<file path="src/design/pmr_regs_map.svh">
/*
  Constants for the power-management and identification register bank:
  register select codes, field positions, reset values.
  Assumes it is included by its bare name from the package or modules.
*/
`ifndef PMR_REGS_MAP_SVH
`define PMR_REGS_MAP_SVH

// ****************************************
// register select codes
// ****************************************
`define PMR_SEL_PMC 3'h0
`define PMR_SEL_REV 3'h1
`define PMR_SEL_VARIANT 3'h2
`define PMR_SEL_MAKER 3'h3
`define PMR_SEL_VENDOR 3'h4

// ****************************************
// power management control fields
// ****************************************
`define PMR_POWER_LSB 0
`define PMR_POWER_MSB 1
`define PMR_RSVD_LSB 2
`define PMR_RSVD_MSB 7
`define PMR_ENABLE_BIT 8
`define PMR_SELECT_LSB 9
`define PMR_SELECT_MSB 12
`define PMR_SCALE_LSB 13
`define PMR_SCALE_MSB 14
`define PMR_FLAG_BIT 15

// eeprom setup word bit carrying the initial enable
`define PMR_EE_ENABLE_BIT 6

// ****************************************
// reset values
// ****************************************
`define PMR_POWER_RST 2'h0
`define PMR_SELECT_RST 4'h0
`define PMR_WORD_RST 16'h0000

`endif

</file>
<file path="src/design/pmr_pkg.sv">
/*
  Types shared by the power-management register bank.
  Assumes the map header sits on the include path.
*/
package pmr_pkg;
  `include "pmr_regs_map.svh"

  // power levels, in the order of their two-bit codes
  typedef enum logic [1:0] {
    PMR_D0,
    PMR_D1,
    PMR_D2,
    PMR_D3
  } pmr_power_t;

  // read-only scale code reported beside the data value
  typedef enum logic [1:0] {
    PMR_SCALE_UNKNOWN,
    PMR_SCALE_TENTH,
    PMR_SCALE_HUNDREDTH,
    PMR_SCALE_THOUSANDTH
  } pmr_scale_t;
endpackage

</file>
<file path="src/design/pmr_sync2.sv">
/*
  Two-flop level synchroniser.
  Assumes the input may change at any time relative to clk.
*/
`timescale 1ns/10ps
module pmr_sync2 import pmr_pkg::*; (
  input wire logic clk,
  input wire logic nrst,
  input wire logic async_in,
  output logic sync_out
);
  logic stage1;

  // first stage feeds only the second stage
  always_ff @(posedge clk) begin
    if (!nrst) begin
      stage1 <= 1'b0;
      sync_out <= 1'b0;
    end else begin
      stage1 <= async_in;
      sync_out <= stage1;
    end
  end
endmodule

</file>
<file path="src/design/pmr_regs.sv">
/*
  Power-management control/status and identification registers of a PCI
  network controller, reached by configuration cycles.
  Assumes: a configuration decoder that issues one-cycle requests with a
  register select, the eeprom loader that pulses once with its words, the
  resume-criteria logic that raises a level on each wake event, and the
  target/master logic that honours the two enables driven here.
*/
//
// Functional notes
// - two-bit power level, D0..D3 codes 0..3
// - nonzero level blocks I/O, memory, mastering
// - wake output only while enable set
// - wake events come from criteria logic
// - eeprom preloads enable; software may overwrite
// - select field chooses reported data quantity
// - read-only two-bit scale code
// - flag set on every wake event
// - write one clears flag, zero ignored
// - bits seven to two read zero
// - read-only eight-bit silicon revision
// - board variant id loaded from eeprom
// - board maker id loaded from eeprom
// - fixed sixteen-bit silicon maker id
// - eeprom setup word bit six gives enable
`timescale 1ns/10ps
`include "pmr_regs_map.svh"
module pmr_regs import pmr_pkg::*; #(
  // arbitrary value, not a real revision
  parameter logic [7:0] SILICON_REV = 8'h5A,
  // arbitrary value, not a real maker code
  parameter logic [15:0] SILICON_MAKER = 16'hC0DE
) (
  input wire logic clk,
  input wire logic nrst,
  input wire logic cfg_req,
  input wire logic cfg_we,
  input wire logic [2:0] cfg_sel,
  input wire logic [1:0] cfg_be,
  input wire logic [15:0] cfg_wdata,
  output logic cfg_ack,
  output logic [15:0] cfg_rdata,
  input wire logic ee_load,
  input wire logic [15:0] ee_setup_word,
  input wire logic [15:0] ee_board_variant,
  input wire logic [15:0] ee_board_maker,
  input wire logic resume_event_level,
  input wire logic [1:0] data_scale,
  output logic wake_n,
  output logic target_enable,
  output logic master_enable,
  output logic [3:0] data_select
);

  // ****************************************
  // state
  // ****************************************
  pmr_power_t device_power_level;
  logic resume_report_enable;
  logic resume_event_flag;
  logic init_done;
  logic [15:0] board_variant_identifier;
  logic [15:0] board_maker_identifier;
  logic event_sync;
  logic event_seen;

  // ****************************************
  // helpers
  // ****************************************
  // merge the byte lanes of write data enabled by be over the old value
  function automatic logic [15:0] merge_bytes(
    input logic [15:0] old_val,
    input logic [15:0] new_val,
    input logic [1:0] be
  );
    merge_bytes = {be[1] ? new_val[15:8] : old_val[15:8],
                   be[0] ? new_val[7:0] : old_val[7:0]};
  endfunction

  // ****************************************
  // wake event input
  // ****************************************
  // criteria logic source
  // criteria logic runs from standby power, so the level is resynchronised
  pmr_sync2 u_event_sync (
    .clk(clk),
    .nrst(nrst),
    .async_in(resume_event_level),
    .sync_out(event_sync)
  );

  // rising edge of the synchronised level marks one event
  always_ff @(posedge clk) begin
    if (!nrst) begin
      event_seen <= 1'b0;
    end else begin
      event_seen <= event_sync;
    end
  end

  // ****************************************
  // decode
  // ****************************************
  wire logic wake_pulse;
  wire logic wr_pmc;
  wire logic rd_pmc;
  wire logic [15:0] pmc_merged;
  wire logic [15:0] pmc_read;
  wire logic flag_clear;
  logic [15:0] next_rdata;

  assign wake_pulse = event_sync & ~event_seen;
  assign wr_pmc = cfg_req & cfg_we & (cfg_sel == `PMR_SEL_PMC);
  assign rd_pmc = cfg_req & ~cfg_we & (cfg_sel == `PMR_SEL_PMC);
  assign pmc_merged = merge_bytes(pmc_read, cfg_wdata, cfg_be);
  assign flag_clear = wr_pmc & cfg_be[1] & cfg_wdata[`PMR_FLAG_BIT];

  assign pmc_read = {resume_event_flag,
                     data_scale,
                     data_select,
                     resume_report_enable,
                     6'h00,
                     device_power_level};

  // read mux; eeprom fields stay zero before the load
  always_comb begin
    next_rdata = 16'h0000;
    unique case (cfg_sel)
      `PMR_SEL_PMC: next_rdata = pmc_read;
      `PMR_SEL_REV: next_rdata = {8'h00, SILICON_REV};
      `PMR_SEL_VARIANT: next_rdata = board_variant_identifier;
      `PMR_SEL_MAKER: next_rdata = board_maker_identifier;
      `PMR_SEL_VENDOR: next_rdata = SILICON_MAKER;
      default: next_rdata = 16'h0000;
    endcase
  end

  // ****************************************
  // configuration answer
  // ****************************************
  // ack in every level
  // no term of the power level gates this path, so D3 can be left
  always_ff @(posedge clk) begin
    if (!nrst) begin
      cfg_ack <= 1'b0;
      cfg_rdata <= `PMR_WORD_RST;
    end else begin
      cfg_ack <= cfg_req;
      cfg_rdata <= (cfg_req & ~cfg_we) ? next_rdata : `PMR_WORD_RST;
    end
  end

  // ****************************************
  // control fields
  // ****************************************
  // power level store
  always_ff @(posedge clk) begin
    if (!nrst) begin
      device_power_level <= PMR_D0;
      data_select <= `PMR_SELECT_RST;
    end else if (wr_pmc) begin
      device_power_level <= pmr_power_t'(pmc_merged[`PMR_POWER_MSB:`PMR_POWER_LSB]);
      data_select <= pmc_merged[`PMR_SELECT_MSB:`PMR_SELECT_LSB];
    end
  end

  // setup word bit
  // writes before the load are dropped, the load would override them anyway
  always_ff @(posedge clk) begin
    if (!nrst) begin
      resume_report_enable <= 1'b0;
    end else if (ee_load) begin
      resume_report_enable <= ee_setup_word[`PMR_EE_ENABLE_BIT];
    end else if (wr_pmc && init_done) begin
      resume_report_enable <= pmc_merged[`PMR_ENABLE_BIT];
    end
  end

  // flag set always
  // set wins over a clear in the same cycle so no event is lost
  always_ff @(posedge clk) begin
    if (!nrst) begin
      resume_event_flag <= 1'b0;
    end else if (wake_pulse) begin
      resume_event_flag <= 1'b1;
    end else if (flag_clear) begin
      resume_event_flag <= 1'b0;
    end
  end

  // ****************************************
  // eeprom loaded identifiers
  // ****************************************
  // capture at load
  always_ff @(posedge clk) begin
    if (!nrst) begin
      init_done <= 1'b0;
      board_variant_identifier <= `PMR_WORD_RST;
      board_maker_identifier <= `PMR_WORD_RST;
    end else if (ee_load) begin
      init_done <= 1'b1;
      board_variant_identifier <= ee_board_variant;
      board_maker_identifier <= ee_board_maker;
    end
  end

  // ****************************************
  // outputs to the rest of the device
  // ****************************************
  wire logic in_d0;
  assign in_d0 = (device_power_level == PMR_D0);

  // wake gated by enable
  // wake is a level like the pci pme line: held until flag or enable drops
  always_ff @(posedge clk) begin
    if (!nrst) begin
      target_enable <= 1'b0;
      master_enable <= 1'b0;
      wake_n <= 1'b1;
    end else begin
      target_enable <= in_d0;
      master_enable <= in_d0;
      wake_n <= ~(resume_event_flag & resume_report_enable);
    end
  end
endmodule

</file>
<file path="config.mk">
export PLATFORM = sky130hd
export DESIGN_NAME = pmr_regs
export DESIGN_NICKNAME = d
export VERILOG_FILES = /design/src/design/pmr_pkg.sv /design/src/design/pmr_sync2.sv /design/src/design/pmr_regs.sv
export VERILOG_INCLUDE_DIRS = /design/src /design/src/design
export SDC_FILE = /design/constraint.sdc
export NUM_CORES = 1
export LEC_CHECK = 0
export BUFFER_PORTS_ARGS = -buffer_cell sky130_fd_sc_hd__buf_2
export CAP_MARGIN = 40
export CORE_MARGIN = 5
export CORE_UTILIZATION = 45
export CTS_BUF_LIST = sky130_fd_sc_hd__clkbuf_8
export CTS_CLUSTER_DIAMETER = 30
export CTS_CLUSTER_SIZE = 14
export DETAILED_ROUTE_END_ITERATION = 12
export GPL_ROUTABILITY_DRIVEN = 0
export PLACE_DENSITY = 0.84
export SETUP_SLACK_MARGIN = 0.4
export SLEW_MARGIN = 20
export SYNTH_ARGS = -nofsm -noshare
export SYNTH_HDL_FRONTEND = slang
export SYNTH_SLANG_ARGS = --single-unit
</file>
<file path="constraint.sdc">
create_clock -name clk -period 1.1 [get_ports clk]
set_input_delay 0.22 -clock clk [delete_from_list [all_inputs] [get_ports clk]]
set_output_delay 0.22 -clock clk [all_outputs]
set_load 0.01 [all_outputs]
</file>
# After elaboration in Yosys (flattened, before gate mapping)
# Cells that the tools add are included.
# W data, S select, Z words.
[op_classes] muxes=6 eq_ne=4 bitwise=10 n_reduce_logical=10
[op_table] cell="$pmux W16 S5" count=1
[op_table] cell="$reduce_and A2 Y1" count=4
[op_table] cell="$and A1 B1 Y1" count=7
[op_table] cell="$eq A3 B2 Y1 const B" count=2
[op_table] cell="$reduce_bool A2 Y1" count=3
[op_table] cell="$mux W1" count=5
[op_table] cell="$eq A3 B1 Y1 const B" count=1
[op_table] cell="$eq A3 B3 Y1 const B" count=1
[op_table] cell="$logic_not A3 Y1" count=1
[op_table] cell="$not A1 Y1" count=3
[op_table] cell="$logic_not A2 Y1" count=1
[op_table] cell="$logic_and A1 B1 Y1" count=1
[totals] output_inout_bits=24 input_bits=77 wordCells=44 reg_bits=63

# Longest topological paths before layout
# Gate-level depths: netlist of the first run.
[depth] depth_word=6 mapped_depth=5 depth_no_buf=3

# Cells and area by module
# A second synthesis of the first run with hierarchy kept.
[hier_totals] hier_cells=251 hier_area_um2=2608.8
[modules_own_cells] mod="pmr_regs" seq_area_each_um2=1221.2 area_each_um2=2556.2 cells_each=247 instances=1
[modules_own_cells] mod="pmr_sync2" seq_area_each_um2=40.0 area_each_um2=52.6 cells_each=4 instances=1

# Least setup slack after synthesis of the first run
# OpenSTA, ideal clock, no wires.
[synth_timing] path_type="input port to flip-flop" startpoint="input nrst" endpoint="register cfg_rdata[5]" stages=5 required_ps=1027 setup_slack_ps=-42 n_path_buf=2 arrival_time_ps=1070 setup_ps=73 cell_sequence="buf_2 -> nand2_1 -> or3b_1 -> buf_6 -> nor3b_2"
[synth_between] elab_chain_len=1
[synth_lines] item="start, declared" line_no="pmr_regs.sv:35" text="input wire logic nrst,"
[synth_lines] item="$reduce_and A2 Y1 (no line)"
[synth_lines] item="end signal, assigned" line_no="pmr_regs.sv:146" text="cfg_rdata <= `PMR_WORD_RST;"
[synth_lines] item="end signal, assigned" line_no="pmr_regs.sv:149" text="cfg_rdata <= (cfg_req & ~cfg_we) ? next_rdata : `PMR_WORD_RST;"
[synth_lines] item="end, declared" line_no="pmr_regs.sv:42" text="output logic [15:0] cfg_rdata,"
# Every way passes these cells.
# A chain may end at the register's enable or synchronous reset.

# Worst setup path after layout of the first run
[layout_timing] startpoint="register master_enable" endpoint="output master_enable"
[layout_lines] item="start, declared" line_no="pmr_regs.sv:51" text="output logic master_enable,"
[layout_lines] item="start signal, assigned" line_no="pmr_regs.sv:222" text="master_enable <= in_d0;"
# No word-level cell between the ends.

==> summary.md, run 1 <==
| Metric | Value |
|---|---|
| Max_cap viols | 0 |
| Setup TNS | 0 ns |
| Post-Synth Adder-Cell Area | 0% |
| Dpl hpwl | 4.50 mm |
| Post-placement cell area | 3150 µm² |
| Sink Count | 63 |
| DP Worst Slack | -0.191 ns |
| Final nets | 428 |
| Synth area leaders | dfxtp_1 (48%), mux2i_1 (18%), nor2b_1 (8.1%), and2_1 (2.6%), nand3b_1 (2.6%) |
| DRT iter0 DRCs | 110 |
| Final worst slack | 0.0967 ns |
| Fin. max-slew vios | 0 |
| Kind of critical path | register to output port |
| Worst rel slew slack | 81.5% |
| Async S/R FF share, synth | 0% |
| Drt first pass iters | 4 |
| EDFF count, synth | 0 |
| Worst-path fanout max | 2 |
| CP Buf/Inv Count | 1 |
| Site Rows | 27 |
| Total clock buffers created by CTS | 9 |
| Met1 GRT Util | 22.3% |
| Global route hottest layer | met2 |
| Vias in the first global route | 2212 |
| Worst min path class | primary input to register |
| Area Overhead vs Synth | 43.0% |
| Synthesized cell area | 2620 µm² |
| CP delay by family, top | flip-flops |
| Yosys cell types | 32 |
| Startpoint Class | register |
| Die ar. | 7440 µm² |
| Pwr Density | 1340 nW/µm² |
| Total global routing overflow | 0 |
| Post-synthesis mux area share | 19.3% |
| Synth Instances | 251 |
| Fin area | 3740 µm² |
| Final clock period utilization by the worst path | 91.2% |
| Synth area leader | dfxtp_1 |
| Min Clock Period, post-route | 1.00 ns |
| Vias | 2178 |
| Max VDD drop | 0.864 mV |
| First-pass GRT wire length | 10.6 mm |
| Clk root buf | clkbuf_8 |
| Seq/Total Area, Yosys | 48.2% |
| CTS H-tree lvls | 3 |
| Post-Synth XOR/XNOR Area | 0% |
| Starting Density | 47.0% |
| Register bit total from synthesis | 63 |
| Unrepaired setup endpoints after global routing | yes |
| CTS tree | yes |
| Hold buffer count at CTS | 0 |
| Worst-Margin Slew | 0.276 ns |
| Die X | 86.3 µm |
| Post-Synth Simple-Gate Area | 21.9% |
| Initial antenna violation count | 0 |
| Hold_ws | 0.0987 ns |
| Area fraction in compound gates after synthesis | 6.02% |
| Mapped Avg Cell Area | 10.4 µm² |
| Status | finished, final reports clean |
| Final wirelength | 6.83 mm |
| GRT Util Overall | 18.3% |
| I/O pin count | 101 |
| Layout cells sized above 1 | 50.0% |
| LEAKAGE | 1.67 nW |
| Pin count of the biggest net entering global routing | 32 |
| Die H | 86.3 µm |
| DR vias/cell | 5.09 |
| Largest family of logic cells by synthesized area | simple AND/OR/NAND/NOR gates |
| # diodes | 0 |
| CP endpoint kind | output port |
| Clock slew at reported path FFs | 0.06 ns |
| Critical Path AT | 0.78 ns |
| Clk buf depth | 2 |
| I/O Buffers | 77 |
| M2 GR Usage | 29.6% |
| CP max stage delay | 0.32 ns |
| Final hold vios | 0 |
| Worst R2R Setup Slack | 0.13 ns |
| Later-pin clock latency in the skew report | 0.34 ns |
| Final setup vio count | 0 |
| CP Data Required Time | 0.88 ns |
| Post-synth top flop | dfxtp_1 |
| CP max stage cell | dfxtp_2 |
| # DRC | 0 |
| Critical path cell sequence | buf_2 |
| Met3 usage | 4.47% |
| Area share of the largest cell type after synthesis | 48.2% |
| Syn Nets | 328 |
| Antenna Nets Post-Route | 0 |
| Fin Clk Skew | 0.00711 ns |
| Core area | 5570 µm² |
| Synth Warn # | 0 |
| Drt wl/cell | 16.0 µm |
| Fmax | 997 MHz |
[worst paths after layout]
kind	startpoint	to	depth (start not counted)
worst max-delay path	master_enable$_SDFF_PN0_	master_enable	1
worst min register to register	resume_event_flag$_SDFFE_PN0P_	wake_n$_SDFF_PN1_	1
worst max register to register	data_select[3]$_SDFFE_PN0P_	cfg_rdata[12]$_SDFF_PN0_	4
worst min-delay path	resume_event_level	u_event_sync.stage1$_SDFF_PN0_	2
[sequential cells by signal, indices dropped and copies added (netlist names)]
name                      flops
board_maker_identifier       16
board_variant_identifier     16
cfg_ack                       1
cfg_rdata                    16
data_select                   4
device_power_level            2
event_seen                    1
init_done                     1
master_enable                 1
resume_event_flag             1
resume_report_enable          1
u_event_sync.stage1           1
u_event_sync.sync_out         1
wake_n                        1
[cells in the final DEF (no fill, tap or decap), types with 7 or more instances in the layout]
master	Yosys	final
buf_4	2	21
buf_2	9	62
nor2b_1	34	33
o2bb2ai_1	7	7
dfxtp_1	63	38
buf_6	2	21
and2_1	11	10
nand3b_1	9	9
clkbuf_8	0	10
mux2i_1	47	44
nand2_1	17	13
dfxtp_2	0	25
[cell type report]
class | instances | area, µm²
Sequential cell | 63 | 1290
Tap cell | 72 | 90.1
Timing Repair Buffer | 108 | 779
Clock buffer | 10 | 138
Inverter | 3 | 11.3
Fill cell | 419 | 1830
Multi-Input combinational cell | 166 | 1380
Clock inverter | 6 | 52.6
[Yosys cell counts, types with 3 or more instances]
cell type,number
nand2_1,17
and2_1,11
a21oi_1,4
dfxtp_1,63
buf_2,9
inv_1,3
nand3_1,4
clkbuf_1,7
nor2b_1,34
nand3b_1,9
nand2b_1,5
mux2i_1,47
a31oi_1,5
mux2_2,3
o2bb2ai_1,7
o21ai_0,3
[power breakdown]
group / internal [W] / total [W] / leakage (nW) / switching [W]
logic: 0.000350 / 0.000636 / 1.04 / 0.000286
registers: 0.00238 / 0.00244 / 0.526 / 0.0000564
clock network: 0.00108 / 0.00193 / 0.108 / 0.000848
total: 0.00381 / 0.00500 / 1.67 / 0.00119
[metal layers]
| layer | share of wire [%] | wire [µm] |
|---|---|---|
| met2 | 47 | 3210 |
| met5 | 0 | 0 |
| met4 | 3.1 | 213 |
| met3 | 5.5 | 379 |
| met1 | 44 | 3030 |
[repair_timing]
action,CTS,global route
setup endpoints to repair,62,61
endpoints found under the hold margin,0,0
resized for setup,63,28
buffers inserted,9,1
gates cloned,1,0
pin swaps,19,8
[worst register-to-register path, stage by stage, from the launching register on]
cell and delay, ns:
dfxtp_2 0.32, buf_4 0.13, mux2i_2 0.18, o2bb2ai_1 0.07, and2_1 0.15
[cell families (layout without fill, tap and decap cells)]
group,count (synthesis),count (layout)
buf+inv,23,127
simple gates,92,93
flops,63,63
compound gates,23,23
mux,50,50
[per-stage QoR]
stage               std cells  total power [W]  utilization [%]
floorplan                 251          0.00282                -
detailed placement        401          0.00300             56.5
global route              428          0.00522             67.1
finish                    428          0.00500             67.1
global placement          401          0.00298             56.5
CTS                       427          0.00498             64.8
No activity file was read; power rests on OpenSTA's default activity.
==> inputs of run 2 (changes only) <==
--- a/config.mk
+++ b/config.mk
@@ -15,7 +15,9 @@
 export CTS_CLUSTER_SIZE = 14
 export DETAILED_ROUTE_END_ITERATION = 12
 export GPL_ROUTABILITY_DRIVEN = 0
+export MAX_ROUTING_LAYER = met4
 export PLACE_DENSITY = 0.84
+export REMOVE_ABC_BUFFERS = 1
 export SETUP_SLACK_MARGIN = 0.4
 export SLEW_MARGIN = 20
 export SYNTH_ARGS = -nofsm -noshare
==> run 2 against run 1 <==
  * Clock skew about the same
  * Total power up 4.1%
  * Maximum frequency down 2.4%
  * Core utilization up 3.4 points
  * Final cell count up 3.5%
  * Critical endpoint is now data_select[2]
==> summary.md, run 2 (same netlist as run 1, synthesis figures left out) <==
| Metric | Value |
|---|---|
| Min Clock Period, post-route | 1.03 ns |
| Sequential cell area | 1290 µm² |
| Pwr Density | 1320 nW/µm² |
| Die ar. | 7440 µm² |
| CP delay by family, top | flip-flops |
| Largest regs | board_maker_identifier (16), board_variant_identifier (16), cfg_rdata (16) |
| First-pass GRT wire length | 11.6 mm |
| WP depth | 1 |
| DR vias/cell | 5.03 |
| R2R cell count | 3 |
| Worst-path fanout max | 2 |
| Initial antenna violation count | 0 |
| Worst min path class | primary input to register |
| Startpoint Class | register |
| Worst-Margin Slew | 0.243 ns |
| CTS tree | yes |
| Final wirelength | 7.55 mm |
| DP Worst Slack | -0.233 ns |
| Final hold vios | 0 |
| Area Overhead vs Synth | 50.2% |
| Later-pin clock latency in the skew report | 0.34 ns |
| Total global routing overflow | 0 |
| Critical path cell sequence | buf_6 |
| HP Start | resume_event_level |
| Dpl hpwl | 4.57 mm |
| CTS H-tree lvls | 3 |
| CP max stage cell | dfxtp_2 |
| I/O Buffers | 77 |
| Die H | 86.3 µm |
| Clk buf depth | 2 |
| Multi-input gate area | 1360 µm² |
| Max_cap viols | 0 |
| Layout cells sized above 1 | 51.2% |
| Clk root buf | clkbuf_8 |
| Core area | 5570 µm² |
| Drt wl/cell | 17.0 µm |
| Critical Path AT | 0.81 ns |
| Worst R2R Setup Slack | 0.11 ns |
| CP endpoint kind | output port |
| DRT iter0 DRCs | 99 |
| Starting Density | 47.0% |
| Fill cell count | 406 |
| Worst rel slew slack | 83.3% |
| Sink Count | 63 |
| Total clock buffers created by CTS | 9 |
| CP max stage delay | 0.36 ns |
| Vias in the first global route | 2412 |
| Pin count of the biggest net entering global routing | 28 |
| LEAKAGE | 1.80 nW |
| Commonest non-fill, non-tap cell in the layout | buf_2 |
| Fmax | 973 MHz |
| Critical path origin | data_select[2]$_SDFFE_PN0P_ |
| Final clock period utilization by the worst path | 93.4% |
| Antenna Nets Post-Route | 0 |
| FF-to-FF Start | resume_report_enable$_SDFFE_PN0P_ |
| Status | finished, final reports clean |
| Drt first pass iters | 4 |
| # DRC | 0 |
| Kind of critical path | register to output port |
| CP Buf/Inv Count | 1 |
| I/O pin count | 101 |
| Hold buffer count at CTS | 0 |
| Clock slew at reported path FFs | 0.07 ns |
| # diodes | 0 |
| GRT Util Overall | 20.7% |
| Final nets | 443 |
| CP Data Required Time | 0.88 ns |
| Hold_ws | 0.0779 ns |
| Worst hold stages | 2 |
| Most frequent cells in the layout | buf_2 (59), mux2i_1 (46), dfxtp_1 (38) |
| Fin Clk Skew | 0.00737 ns |
| Final setup vio count | 0 |
| Final worst slack | 0.0722 ns |
| Fin. max-slew vios | 0 |
| Vias | 2230 |
| Site Rows | 27 |
| Unrepaired setup endpoints after global routing | yes |
| Die X | 86.3 µm |
| Max VDD drop | 1.13 mV |
==> run 2: cell types whose count changed in the layout (fill, tap and decap cells not counted), sizes merged <==
cell,previous run,this run
buf,108,123
clkbuf,10,12
clkinv,3,2
inv,5,4
==> run 2: where the power goes <==
group,internal [W],switching [W]
Combinational,0.000388,0.000300
Clock,0.00122,0.000869
Sequential,0.00238,0.0000534
==> run 2: worst paths after layout <==
kind,to
min reg2reg,wake_n$_SDFF_PN1_
min,u_event_sync.stage1$_SDFF_PN0_
max,data_select[2]
max reg2reg,resume_report_enable$_SDFFE_PN0P_
==> run 2: through the flow <==
step	power, W	instances	util [%]	instance area [µm²]	TNS (ns)
2_1_floorplan	0.00270	231	-	2510	-0.233
3_3_place_gp	0.00298	404	56.8	3160	-3.16
3_5_place_dp	0.00300	404	56.8	3160	-3.58
4_1_cts	0.00514	437	67.3	3750	0
5_1_grt	0.00538	443	70.5	3930	0
6_report	0.00521	443	70.5	3930	0
==> run 2: worst register-to-register path, delay by kind of cell (launching register included) <==
kind | cells | cell delay, ns
compound gates | 1 | 0.11
mux | 1 | 0.27
flops | 1 | 0.33
simple gates | 1 | 0.18
==> run 2: area by class of cell <==
| class | instances | share of cell area [%] |
|---|---|---|
| clock inverter | 4 | 1.11 |
| clock buffer | 12 | 4.20 |
| multi-input combinational | 166 | 34.5 |
| tap | 72 | 2.29 |
| timing repair buffer | 123 | 24.8 |
| inverter | 3 | 0.286 |
| sequential | 63 | 32.9 |
==> run 2: timing repair <==
action | 4_1_cts | 5_1_grt
setup buffers | 15 | 6
resized for setup | 62 | 36
hold endpoints to repair | 0 | 0
gates cloned | 2 | 0
pin swaps | 28 | 11
endpoints found under the setup margin | 48 | 55
==> run 2: routing by layer <==
layer | track usage, % | routed length [µm] | up-vias
li1 | - | - | 1083
met1 | 23.8 | 3070 | 1056
met2 | 34.1 | 3790 | 78
met3 | 5.42 | 575 | 13
met4 | 8.92 | 106 | 0
met5 | - | 0 | -
==> inputs of run 3 (changes only) <==
--- a/config.mk
+++ b/config.mk
@@ -8,6 +8,7 @@
 export LEC_CHECK = 0
 export BUFFER_PORTS_ARGS = -buffer_cell sky130_fd_sc_hd__buf_2
 export CAP_MARGIN = 40
+export CORE_ASPECT_RATIO = 1.1
 export CORE_MARGIN = 5
 export CORE_UTILIZATION = 45
 export CTS_BUF_LIST = sky130_fd_sc_hd__clkbuf_8
==> run 3 against run 2 <==
  * Critical path depth unchanged
  * Global-route usage down 0.87 points
  * Clock power grew 7%
  * Total power increased by 2.5%
  * Routed wire length down 3.4%
  * Final cell count fell by 1.6%
  * Die area is essentially flat
  * Flip-flop and latch count did not move
  * Clock skew about the same
  * Sequential power about the same
  * Critical endpoint is now data_select[0]
  * Highest routed layer unchanged
==> summary.md, run 3 (same netlist as run 1, synthesis figures left out) <==
| Metric | Value |
|---|---|
| Status | finished, final reports clean |
| Vias | 2177 |
| DR vias/cell | 4.99 |
| Final nets | 430 |
| Die H | 90.0 µm |
| FF-to-FF Start | resume_report_enable$_SDFFE_PN0P_ |
| Worst-path fanout max | 2 |
| CTS tree | yes |
| First-pass GRT wire length | 10.7 mm |
| Max VDD drop | 0.815 mV |
| Final hold vios | 0 |
| I/O Buffers | 77 |
| Sequential cell area | 1290 µm² |
| Final clock period utilization by the worst path | 93.2% |
| Critical Path AT | 0.80 ns |
| # DRC | 0 |
| CP endpoint kind | output port |
| Multi-input gate area | 1360 µm² |
| Sink Count | 63 |
| Critical path cell sequence | buf_6 |
| CTS H-tree lvls | 3 |
| Total clock buffers created by CTS | 9 |
| Final wirelength | 7.29 mm |
| Starting Density | 45.9% |
| CP delay by family, top | flip-flops |
| Min Clock Period, post-route | 1.02 ns |
| CP max stage cell | dfxtp_2 |
| GRT Util Overall | 19.8% |
| Placed insts | 405 |
| Max_cap viols | 0 |
| Drt first pass iters | 4 |
| Unrepaired setup endpoints after global routing | yes |
| Vias in the first global route | 2280 |
| LEAKAGE | 1.73 nW |
| Hold buffer count at CTS | 0 |
| Pin count of the biggest net entering global routing | 20 |
| Worst min path class | primary input to register |
| Worst R2R Setup Slack | 0.13 ns |
| Fin Clk Skew | 0.00756 ns |
| Post-placement cell area | 3140 µm² |
| Total global routing overflow | 0 |
| Area Overhead vs Synth | 48.2% |
| DRT iter0 DRCs | 153 |
| Commonest non-fill, non-tap cell in the layout | buf_2 |
| Fin area | 3880 µm² |
| Largest regs | board_maker_identifier (16), board_variant_identifier (16), cfg_rdata (16) |
| Most frequent cells in the layout | buf_2 (56), mux2i_1 (47), dfxtp_1 (38) |
| Antenna Nets Post-Route | 0 |
| Die ar. | 7440 µm² |
| Core area | 5700 µm² |
| Drt wl/cell | 16.7 µm |
| Die X | 82.7 µm |
| Post-Layout Cell Count | 436 |
| CP Data Required Time | 0.88 ns |
| Dpl hpwl | 4.43 mm |
| Fmax | 976 MHz |
| Fin. max-slew vios | 0 |
| I/O pin count | 101 |
| R2r endpoint | resume_report_enable$_SDFFE_PN0P_ |
| Clk root buf | clkbuf_8 |
| Worst rel slew slack | 81.7% |
| Layout cells sized above 1 | 50.6% |
| Fill cell count | 408 |
| Clk buf depth | 2 |
| WP depth | 1 |
| Setup crit end | data_select[0] |
| Pwr Density | 1380 nW/µm² |
| Critical path origin | data_select[0]$_SDFFE_PN0P_ |
| Initial antenna violation count | 1 |
| Startpoint Class | register |
| Kind of critical path | register to output port |
| Final setup vio count | 0 |
| R2R cell count | 3 |
| Clock slew at reported path FFs | 0.07 ns |
| Later-pin clock latency in the skew report | 0.34 ns |
| CP max stage delay | 0.36 ns |
| Site Rows | 29 |
| Worst-Margin Slew | 0.272 ns |
| CP Buf/Inv Count | 1 |
## run 3: cell types whose count changed in the layout (fill, tap and decap cells not counted), sizes merged
cell / change
bufinv: +1
buf: -16
clkinvlp: +1
bufbuf: +1
diode: +1
## run 3: worst min-delay path by stage
stage | slack [ns] | cells after the start | endpoint | startpoint
floorplan | 0.30 | 1 | wake_n$_SDFF_PN1_ | nrst
global placement | 0.40 | 1 | wake_n$_SDFF_PN1_ | resume_event_flag$_SDFFE_PN0P_
detailed placement | 0.42 | 1 | u_event_sync.sync_out$_SDFF_PN0_ | u_event_sync.stage1$_SDFF_PN0_
CTS | 0.08 | 2 | u_event_sync.stage1$_SDFF_PN0_ | resume_event_level
global route | 0.10 | 2 | u_event_sync.stage1$_SDFF_PN0_ | resume_event_level
finish | 0.10 | 2 | u_event_sync.stage1$_SDFF_PN0_ | resume_event_level
## run 3: cell type report
type | count | area share, %
Antenna cell | 1 | 0.0645
Clock buffer | 10 | 3.55
Clock inverter | 6 | 2.19
Inverter | 3 | 0.290
Multi-Input combinational cell | 166 | 35.1
Sequential cell | 63 | 33.3
Tap cell | 77 | 2.48
Timing Repair Buffer | 110 | 23.0
## run 3: stage by stage
stage          worst slack, ns  setup TNS, ns  hold slack, ns  utilization [%]  power [W]
2_1_floorplan          -0.0480         -0.233           0.305                -    0.00270
3_3_place_gp            -0.275          -4.05           0.404             55.1    0.00297
3_5_place_dp            -0.236          -3.87           0.424             55.1    0.00299
4_1_cts                 0.0706              0          0.0814             64.9    0.00530
5_1_grt                 0.0338              0           0.101             68.1    0.00556
6_report                0.0752              0           0.100             68.1    0.00534
## run 3: report_power, final
part | internal, W | switching [W]
logic | 0.000385 | 0.000299
clock network | 0.00133 | 0.000890
registers | 0.00238 | 0.0000540
## run 3: layer usage
layer	vias to the layer above	share of wire [%]	track usage, %
met5	-	0	-
met4	0	1.7	9.13
met3	15	6.6	5.10
met2	79	52	31.8
met1	1019	40	22.7
li1	1064	-	-
## run 3: repair_timing
item | in CTS | in global routing
gates resized for setup | 71 | 38
setup buffers | 9 | 3
endpoints found under the setup margin | 48 | 69
cloned | 2 | 0
pin swaps | 26 | 7
